--- config.mk ---
export PLATFORM = sky130hd
export DESIGN_NAME = can_flag_and_tx_handshake
export DESIGN_NICKNAME = d
export VERILOG_FILES = /design/src/core/can_flag_pkg.sv /design/src/core/can_flag_and_tx_handshake.sv
export SDC_FILE = /design/constraint.sdc
export NUM_CORES = 1
export LEC_CHECK = 0
export BUFFER_PORTS_ARGS = -buffer_cell sky130_fd_sc_hd__buf_2
export CAP_MARGIN = 15
export CORE_MARGIN = 5
export CORE_UTILIZATION = 53
export CTS_CLUSTER_DIAMETER = 60
export DETAILED_ROUTE_END_ITERATION = 7
export GPL_TIMING_DRIVEN = 0
export HOLD_SLACK_MARGIN = 0.1
export PLACE_DENSITY = 0.91
export RECOVER_POWER = 25
export SYNTH_ARGS = -nofsm -noshare
export SYNTH_HDL_FRONTEND = slang
export SYNTH_SLANG_ARGS = --single-unit
--- constraint.sdc ---
create_clock -name clock -period 2.3 [get_ports clock]
set_input_delay 0.345 -clock clock [delete_from_list [all_inputs] [get_ports clock]]
set_output_delay 0.345 -clock clock [all_outputs]
set_load 0.03 [all_outputs]
--- src/core/can_flag_pkg.sv ---
// Package with register map, field layouts and thresholds for the CAN flag block.
package can_flag_pkg;

    // Register offsets.
    localparam logic [8:0] OFF_MODE_CONTROL = 9'h100;
    localparam logic [8:0] OFF_RX_FLAG_STATUS = 9'h104;
    localparam logic [8:0] OFF_RX_IRQ_ENABLE = 9'h105;
    localparam logic [8:0] OFF_TX_FLAG_STATUS = 9'h106;
    localparam logic [8:0] OFF_TX_ABORT_CONTROL = 9'h107;
    localparam logic [8:0] OFF_BUS_STATE = 9'h108;

    // Field positions inside the transmit, mode and bus state registers.
    localparam int TX_LOW_LSB = 0;
    localparam int TX_HIGH_LSB = 4;
    localparam int SOFT_RESET_POS = 0;

    // Reset values.
    localparam logic [7:0] RX_FLAG_RESET = 8'h00;
    localparam logic [7:0] RX_IE_RESET = 8'h00;
    localparam logic [2:0] TXE_RESET = 3'h7;
    localparam logic [2:0] ABORT_ACKNOWLEDGE_RESET = 3'h0;
    localparam logic [2:0] ABORT_REQUEST_RESET = 3'h0;
    localparam logic [2:0] TX_EMPTY_IRQ_ENABLE_RESET = 3'h0;
    localparam logic MODE_RESET = 1'b0;

    // Error counter thresholds.
    localparam logic [8:0] WARN_LO = 9'h060;
    localparam logic [8:0] WARN_HI = 9'h07F;
    localparam logic [8:0] PASSIVE_LO = 9'h080;
    localparam logic [8:0] PASSIVE_HI = 9'h0FF;
    localparam logic [8:0] BUS_OFF_LIMIT = 9'h0FF;

    // Number of 11-recessive-bit sequences needed to leave bus-off.
    localparam logic [7:0] RECOVERY_COUNT = 8'h80;

    typedef struct packed {
        logic wake;
        logic rx_warning;
        logic tx_warning;
        logic rx_passive;
        logic tx_passive;
        logic bus_off;
        logic overrun;
        logic receive_full;
    } rx_bits_t;

    typedef struct packed {
        logic [2:0] abort_acknowledge;
        logic [2:0] tx_buffer_empty;
    } tx_flags_t;

    typedef struct packed {
        logic [2:0] abort_request;
        logic [2:0] tx_empty_irq_enable;
    } tx_ctrl_t;

    typedef struct packed {
        logic wake;
        logic error;
        logic receive;
        logic transmit;
    } irq_t;

    typedef struct packed {
        rx_bits_t rx_flags;
        rx_bits_t rx_enable;
        tx_flags_t tx_flags;
        tx_ctrl_t tx_ctrl;
        logic soft_reset_bit;
        logic bus_off_state;
        logic [7:0] recovery_cnt;
        logic swap;
        irq_t irq;
        logic [7:0] rdata;
    } state_t;

endpackage

--- src/core/can_flag_and_tx_handshake.sv ---
// CAN controller status flags, interrupt enables and transmit buffer handshake.
`timescale 1ns/1ps
`default_nettype none

module can_flag_and_tx_handshake
    import can_flag_pkg::*;
(
    // Clock and reset.
    input wire logic clock,
    input wire logic resetn,
    // Register port.
    input wire logic [8:0] reg_addr,
    input wire logic [7:0] reg_wdata,
    input wire logic reg_write,
    input wire logic reg_read,
    output logic [7:0] reg_rdata,
    // Error counters and bus events from the protocol engine.
    input wire logic [7:0] rx_error_count,
    input wire logic [8:0] tx_error_count,
    input wire logic recessive_run_seen,
    input wire logic sleep_mode,
    input wire logic bus_activity,
    // Receive path.
    input wire logic rx_overrun,
    input wire logic rx_msg_ready,
    output logic rx_swap,
    // Transmit path.
    input wire logic [2:0] tx_sent_ok,
    input wire logic [2:0] tx_active,
    output logic [2:0] tx_buffer_empty,
    output logic [2:0] abort_request,
    output logic bus_off_state,
    // Interrupt requests.
    output logic wake_irq,
    output logic error_irq,
    output logic rx_irq,
    output logic tx_irq
);

    ////////////////////////////////////////////////////////////////////////
    // Helpers.

    function automatic logic in_range(
        input logic [8:0] value,
        input logic [8:0] lo,
        input logic [8:0] hi
    );
        begin
            in_range = (value >= lo) && (value <= hi);
        end
    endfunction

    // Write-one-clear with set priority and a hold while the cause persists.
    function automatic logic sticky(
        input logic cur,
        input logic set,
        input logic clr,
        input logic cause
    );
        begin
            sticky = set | (cur & ~(clr & ~cause));
        end
    endfunction

    ////////////////////////////////////////////////////////////////////////
    // State.

    state_t s_r;
    state_t s_nxt;

    logic [8:0] rec_wide;
    logic wr_mode;
    logic wr_rx_flag;
    logic wr_rx_ie;
    logic wr_tx_flag;
    logic wr_tx_ctrl;

    assign rec_wide = {1'b0, rx_error_count};
    assign wr_mode = reg_write && (reg_addr == OFF_MODE_CONTROL);
    assign wr_rx_flag = reg_write && (reg_addr == OFF_RX_FLAG_STATUS);
    assign wr_rx_ie = reg_write && (reg_addr == OFF_RX_IRQ_ENABLE);
    assign wr_tx_flag = reg_write && (reg_addr == OFF_TX_FLAG_STATUS);
    assign wr_tx_ctrl = reg_write && (reg_addr == OFF_TX_ABORT_CONTROL);

    ////////////////////////////////////////////////////////////////////////
    // Next-state logic.

    always_comb begin
        rx_bits_t set_c;
        rx_bits_t clr_c;
        rx_bits_t cause_c;
        logic [2:0] txe_set;
        logic [2:0] txe_clr;
        logic [2:0] abort_grant;
        logic [2:0] tx_empty_cur;
        s_nxt = s_r;
        set_c = '0;
        clr_c = '0;
        cause_c = '0;
        txe_set = '0;
        txe_clr = '0;
        abort_grant = '0;
        tx_empty_cur = s_r.tx_flags.tx_buffer_empty;
        s_nxt.swap = 1'b0;

        if (wr_mode) begin
            s_nxt.soft_reset_bit = reg_wdata[SOFT_RESET_POS];
        end

        // Bus-off entry and recovery.
        if (!s_r.bus_off_state) begin
            if (tx_error_count > BUS_OFF_LIMIT) begin
                s_nxt.bus_off_state = 1'b1;
                s_nxt.recovery_cnt = '0;
            end
        end else if (recessive_run_seen) begin
            if (s_r.recovery_cnt == RECOVERY_COUNT - 8'h01) begin
                s_nxt.bus_off_state = 1'b0;
                s_nxt.recovery_cnt = '0;
            end else begin
                s_nxt.recovery_cnt = s_r.recovery_cnt + 8'h01;
            end
        end

        // Receiver flag causes.
        cause_c.bus_off = s_nxt.bus_off_state;
        cause_c.rx_passive = in_range(rec_wide, PASSIVE_LO, PASSIVE_HI)
            && !s_r.rx_flags.bus_off;
        cause_c.tx_passive = in_range(tx_error_count, PASSIVE_LO, PASSIVE_HI)
            && !s_r.rx_flags.bus_off;
        cause_c.rx_warning = in_range(rec_wide, WARN_LO, WARN_HI)
            && !s_r.rx_flags.rx_passive
            && !s_r.rx_flags.tx_passive
            && !s_r.rx_flags.bus_off;
        cause_c.tx_warning = in_range(tx_error_count, WARN_LO, WARN_HI)
            && !s_r.rx_flags.rx_passive
            && !s_r.rx_flags.tx_passive
            && !s_r.rx_flags.bus_off;
        cause_c.wake = sleep_mode && bus_activity;
        cause_c.overrun = rx_overrun;

        // Foreground swap is blocked while the buffer is still full.
        if (rx_msg_ready && !s_r.rx_flags.receive_full && !s_r.soft_reset_bit) begin
            s_nxt.swap = 1'b1;
            cause_c.receive_full = 1'b1;
        end

        set_c = cause_c;
        if (wr_rx_flag) begin
            clr_c = rx_bits_t'(reg_wdata);
        end
        s_nxt.rx_flags.wake = sticky(s_r.rx_flags.wake, set_c.wake,
            clr_c.wake, cause_c.wake);
        s_nxt.rx_flags.rx_warning = sticky(s_r.rx_flags.rx_warning,
            set_c.rx_warning, clr_c.rx_warning, cause_c.rx_warning);
        s_nxt.rx_flags.tx_warning = sticky(s_r.rx_flags.tx_warning,
            set_c.tx_warning, clr_c.tx_warning, cause_c.tx_warning);
        s_nxt.rx_flags.rx_passive = sticky(s_r.rx_flags.rx_passive,
            set_c.rx_passive, clr_c.rx_passive, cause_c.rx_passive);
        s_nxt.rx_flags.tx_passive = sticky(s_r.rx_flags.tx_passive,
            set_c.tx_passive, clr_c.tx_passive, cause_c.tx_passive);
        s_nxt.rx_flags.bus_off = sticky(s_r.rx_flags.bus_off,
            set_c.bus_off, clr_c.bus_off, cause_c.bus_off);
        s_nxt.rx_flags.overrun = sticky(s_r.rx_flags.overrun,
            set_c.overrun, clr_c.overrun, cause_c.overrun);
        s_nxt.rx_flags.receive_full = sticky(s_r.rx_flags.receive_full,
            set_c.receive_full, clr_c.receive_full,
            cause_c.receive_full);

        if (wr_rx_ie) begin
            s_nxt.rx_enable = rx_bits_t'(reg_wdata);
        end

        // Transmit handshake.
        abort_grant = s_r.tx_ctrl.abort_request & ~tx_empty_cur
            & ~tx_active;
        txe_set = tx_sent_ok | abort_grant;
        if (wr_tx_flag) begin
            txe_clr = reg_wdata[TX_LOW_LSB +: 3];
        end
        s_nxt.tx_flags.tx_buffer_empty = txe_set
            | (tx_empty_cur & ~txe_clr);
        s_nxt.tx_flags.abort_acknowledge = abort_grant
            | (s_r.tx_flags.abort_acknowledge
            & ~(txe_clr & tx_empty_cur & ~txe_set));
        if (wr_tx_ctrl) begin
            s_nxt.tx_ctrl.tx_empty_irq_enable = reg_wdata[TX_LOW_LSB +: 3];
            s_nxt.tx_ctrl.abort_request = s_r.tx_ctrl.abort_request
                | reg_wdata[TX_HIGH_LSB +: 3];
        end
        s_nxt.tx_ctrl.abort_request = s_nxt.tx_ctrl.abort_request
            & ~s_nxt.tx_flags.tx_buffer_empty;

        // Soft reset holds the four registers at their reset values.
        if (s_nxt.soft_reset_bit) begin
            s_nxt.rx_flags = rx_bits_t'(RX_FLAG_RESET);
            s_nxt.rx_enable = rx_bits_t'(RX_IE_RESET);
            s_nxt.tx_flags.tx_buffer_empty = TXE_RESET;
            s_nxt.tx_flags.abort_acknowledge = ABORT_ACKNOWLEDGE_RESET;
            s_nxt.tx_ctrl.abort_request = ABORT_REQUEST_RESET;
            s_nxt.tx_ctrl.tx_empty_irq_enable = TX_EMPTY_IRQ_ENABLE_RESET;
        end

        // Interrupt levels follow the flags of the same edge.
        s_nxt.irq.wake = s_nxt.rx_flags.wake & s_nxt.rx_enable.wake;
        s_nxt.irq.error = |({s_nxt.rx_flags.rx_warning, s_nxt.rx_flags.tx_warning,
            s_nxt.rx_flags.rx_passive, s_nxt.rx_flags.tx_passive,
            s_nxt.rx_flags.bus_off, s_nxt.rx_flags.overrun}
            & {s_nxt.rx_enable.rx_warning, s_nxt.rx_enable.tx_warning,
            s_nxt.rx_enable.rx_passive, s_nxt.rx_enable.tx_passive,
            s_nxt.rx_enable.bus_off, s_nxt.rx_enable.overrun});
        s_nxt.irq.receive = s_nxt.rx_flags.receive_full
            & s_nxt.rx_enable.receive_full;
        s_nxt.irq.transmit = |(s_nxt.tx_flags.tx_buffer_empty
            & s_nxt.tx_ctrl.tx_empty_irq_enable);

        // Read data shows the registers as they stand before this edge.
        s_nxt.rdata = '0;
        if (reg_read) begin
            case (reg_addr)
                OFF_MODE_CONTROL: begin
                    s_nxt.rdata[SOFT_RESET_POS] = s_r.soft_reset_bit;
                end
                OFF_RX_FLAG_STATUS: begin
                    s_nxt.rdata = s_r.rx_flags;
                end
                OFF_RX_IRQ_ENABLE: begin
                    s_nxt.rdata = s_r.rx_enable;
                end
                OFF_TX_FLAG_STATUS: begin
                    s_nxt.rdata[TX_HIGH_LSB +: 3] = s_r.tx_flags.abort_acknowledge;
                    s_nxt.rdata[TX_LOW_LSB +: 3] = s_r.tx_flags.tx_buffer_empty;
                end
                OFF_TX_ABORT_CONTROL: begin
                    s_nxt.rdata[TX_HIGH_LSB +: 3] = s_r.tx_ctrl.abort_request;
                    s_nxt.rdata[TX_LOW_LSB +: 3] = s_r.tx_ctrl.tx_empty_irq_enable;
                end
                OFF_BUS_STATE: begin
                    s_nxt.rdata[SOFT_RESET_POS] = s_r.bus_off_state;
                end
                default: begin
                    s_nxt.rdata = '0;
                end
            endcase
        end
    end

    ////////////////////////////////////////////////////////////////////////
    // Registers.

    always_ff @(posedge clock or negedge resetn) begin
        if (!resetn) begin
            s_r.rx_flags <= rx_bits_t'(RX_FLAG_RESET);
            s_r.rx_enable <= rx_bits_t'(RX_IE_RESET);
            s_r.tx_flags.tx_buffer_empty <= TXE_RESET;
            s_r.tx_flags.abort_acknowledge <= ABORT_ACKNOWLEDGE_RESET;
            s_r.tx_ctrl.abort_request <= ABORT_REQUEST_RESET;
            s_r.tx_ctrl.tx_empty_irq_enable <= TX_EMPTY_IRQ_ENABLE_RESET;
            s_r.soft_reset_bit <= MODE_RESET;
            s_r.bus_off_state <= 1'b0;
            s_r.recovery_cnt <= '0;
            s_r.swap <= 1'b0;
            s_r.irq <= '0;
            s_r.rdata <= '0;
        end else begin
            s_r <= s_nxt;
        end
    end

    ////////////////////////////////////////////////////////////////////////
    // Outputs.

    assign reg_rdata = s_r.rdata;
    assign rx_swap = s_r.swap;
    assign tx_buffer_empty = s_r.tx_flags.tx_buffer_empty;
    assign abort_request = s_r.tx_ctrl.abort_request;
    assign bus_off_state = s_r.bus_off_state;
    assign wake_irq = s_r.irq.wake;
    assign error_irq = s_r.irq.error;
    assign rx_irq = s_r.irq.receive;
    assign tx_irq = s_r.irq.transmit;

endmodule

`default_nettype wire

==> impl.org <==
** Floorplanning
- The initialized floorplan defines 25 standard-cell rows.
- The die covers 6580 µm².
- Top-level I/O count :: 69
- Initial core utilization :: 0.556
- Height of the die :: a little over 80 µm
- The floorplan step defined a core boundary enclosing just under 5000 µm².
- The die is around 81 µm wide.

** Power and ir drop
- Power, Total :: 1.78 mW
- Power per cell area :: 542 nW/µm²
- Leakage dissipation :: 1.59 nW
- Worst-case vdd ir drop :: between 0.0003 and 0.0004 V

** Layout
- From synthesis to final layout, the design area changed by 22.7%.
- Non-filler instance count after layout :: 410
- For this run, the post-layout net count is 392.
- In the final layout, the share of cells above drive strength 1 is 0.324.
- Diodes inserted :: 0

** Timing
- Setup repair after global routing missed its margin :: false
- Number of max-slew violations in the final report :: 0
- Fmax :: 0.445 GHz
- Worst clock skew :: roughly 0.01 ns
- Worst-Margin Slew :: 0.680 ns
- Final hold vios :: 0
- Setup tns final :: 0 ns
- The worst pin sits at a relative slew slack of 0.545.
- The routed design could run at a clock period as short as 2.25 ns.
- In the finished design, the share of the clock period the worst path needs comes to 0.977.
- Setup violations remaining at the end of the flow were counted as 0.

** Global route
- The via count of the first global-routing pass came to 2350.
- First-pass GRT wire length :: 11100 µm
- Entering global routing, the biggest net connects 52 pins.
- Antenna violations before repair :: 0
- In the global route stage, overall resource usage came out at 0.225.
- Overall overflow remaining after global route :: 0

** Synthesis
- By area the synthesized netlist is led by dfrtp_1 (45%), mux2i_1 (6.3%), buf_4 (4.2%), nor2_1 (3.4%), dfstp_2 (2.9%).
- Count of cell types in the netlist :: 53
- Commonest register cell after synthesis :: dfrtp_1
- Seq/Total Area, Yosys :: 0.478
- The commonest cells after synthesis are dfrtp_1 (48), nor2_1 (24), nand2_1 (21), mux2i_1 (17), buf_4 (15).
- After synthesis the netlist holds a flip-flop and latch count of 51.
- Fraction of synthesized cell area taken by the top area cell type :: 0.448
- The cell area that synthesis handed to floorplanning was between 2000 and 3000 µm².
- Counting flops with an async set or reset pin after synthesis yields a share of 1.00.
- Number of synthesized flops with an enable pin :: 0
- The average instance in the mapped netlist occupies 9.96 µm².
- In the post-synthesis netlist, the cell with the most instances is dfrtp_1.
- Post-synth net total :: 319
- For this run, the number of Yosys warnings is 0.
- Cell type with the largest total area after synthesis :: dfrtp_1
- Syn Inst Count :: approximately 270

** Routing
- Dividing the detail-routed wire length by the instance count gives 17.1 µm.
- After detailed routing, the total wire length is 7020 µm.
- For this block, the initial DRC count from the detailed router was 191.
- For this run, the detailed router's first-pass iteration total came to 6.
- Avg Vias per Cell :: a little under 6
- In this run the remaining antenna-violating nets after routing total 0.
- In the routed design, unresolved DRC markers number 0.
- The final route contains 2435 vias.

** Critical path
- Kind of cell adding the most delay to the critical path :: buffers and inverters
- Category of the worst setup path capture point :: flop
- Counting both buffers and inverters, the worst setup path holds a total of 3.
- The critical path goes through buf_2 -> clkbuf_1 -> and3b_1 -> and4_1 -> clkbuf_1 -> mux2_2 -> o311ai_0 -> o221ai_1.
- Worst Path Arrival :: 2.40 ns
- Data on the critical path is required at its endpoint by around 2.5 ns.
- The critical path in this run is classified as in2reg.
- Element type at the critical path start :: primary input
- Delay contributed by the slowest stage of the critical path :: 0.39 ns
- In this run the worst path has a maximum fanout of 10.
- Slowest-stage cell, CP :: mux2_2
- Among the stages of the critical path, the cell type that occurs most often is clkbuf_1.

** CTS
- Clock tree from TritonCTS :: done
- Clock latency on the worst-skew pair, taken at its later pin, is 0.31 ns.
- H-tree depth reported by CTS :: 2
- Number of sinks on the clock net :: 51
- Longest Clk Path Bufs :: 2
- Number of buffers inserted during clock tree synthesis :: 5
- Root cell of the clock tree :: clkbuf_8
- CTS clock-pin slew for the worst setup and hold paths :: 0.09 ns

** Hold path
- Tightest Hold Check Type :: in2reg

** Placement
- Port buffering added 57 buffers.
- After detailed placement, the design holds a cell count of about 400.
- Summed over all nets, the half-perimeter wirelength after detailed placement is 4980 µm.
- Last weighted congestion value of the routability-driven placer :: 0.912

** Run
- Max capacitance violation total :: 0

** Outcome
- Status :: finished, final reports clean
==> state kept, by name, indices dropped and copies added, names as in the netlist <==
signal	cells
tx_buffer_empty	3
wake_irq	1
rx_swap	1
tx_irq	1
s_r	31
bus_off_state	1
reg_rdata	8
abort_request	3
error_irq	1
rx_irq	1
==> layout by cell type, fill, tap and decap left out, types with 4 or more instances in the layout <==
cell / instances
a21oi_1: 7
a311oi_1: 4
and2_1: 8
buf_2: 55
buf_4: 22
clkbuf_1: 5
clkbuf_8: 6
dfrtp_1: 47
inv_1: 10
mux2_2: 5
mux2i_1: 16
nand2_1: 21
nand3_1: 4
nand3b_1: 4
nor2_1: 23
nor2b_1: 6
nor3_1: 10
nor3b_1: 4
o21ai_0: 10
o32a_1: 5
==> through the flow <==
step           hold slack [ns]  instance area, µm²  setup slack (ns)   util
4_1_cts                  0.264                3260           -0.0603  0.676
2_1_floorplan           0.0494                2680           -0.0848      -
3_3_place_gp             0.457                3050            -0.694  0.634
5_1_grt                  0.276                3290            0.0196  0.683
3_5_place_dp             0.471                3050            -0.706  0.634
6_report                 0.277                3290            0.0539  0.683
==> cells by family (layout without fill, tap and decap cells) <==
logic type,count (synthesis),after routing,share of synthesized area
adders and majority gates,1,1,0.00467
buffers and inverters,34,108,0.0696
DFF,51,51,0.478
and+or+nand+nor,106,106,0.215
muxes,22,22,0.0845
AOI/OAI and AO/OA,53,53,0.142
xor gates and xnor gates,2,2,0.00654
==> repair_timing <==
item / CTS / global route
pin swaps: 6 / 1
endpoints found under the hold margin: 0 / 9
hold buffers: 0 / 1
setup endpoints to repair: 18 / 7
resized for setup: 12 / 4
setup buffers: 8 / 0
==> layer usage <==
layer | GRT usage | up-vias | wire length [µm] | share of wire
met2 | 0.386 | 134 | 3580 | 0.51
met5 | 0 | - | 0 | 0
met1 | 0.261 | 1173 | 2650 | 0.38
li1 | - | 1105 | - | -
met4 | 0.113 | 0 | 223 | 0.032
met3 | 0.0532 | 23 | 566 | 0.081
==> final timing paths <==
check	start	to	slack (ns)	depth (start not counted)
max	reg_addr[0]	tx_irq$_DFF_PN0_	0.05	8
min	reg_read	reg_rdata[0]$_DFF_PN0_	0.28	2
max reg2reg	s_r[47]$_DFF_PN0_	error_irq$_DFF_PN0_	0.10	5
min reg2reg	s_r[20]$_DFFE_PN0P_	s_r[20]$_DFFE_PN0P_	0.48	1
max in group asynchronous	resetn	tx_buffer_empty[0]$_DFF_PN1_	1.03	3
min in group asynchronous	resetn	bus_off_state$_DFF_PN0_	0.56	2
==> where the power goes <==
part | internal [mW] | switching, mW | leakage (nW) | total, mW
Combinational | 0.106 | 0.150 | 0.877 | 0.257
Clock | 0.243 | 0.287 | 0.0482 | 0.530
Sequential | 0.951 | 0.0464 | 0.664 | 0.997
==> cell type report <==
type	count	area, µm²
Clock inverter	1	5.00
Tap cell	67	83.8
Multi-Input combinational cell	184	1260
Sequential cell	51	1280
Fill cell	368	1530
Clock buffer	7	86.3
Buffer	22	146
Timing Repair Buffer	67	387
Inverter	11	41.3
Note: power is estimated with default switching activity, not from simulation.
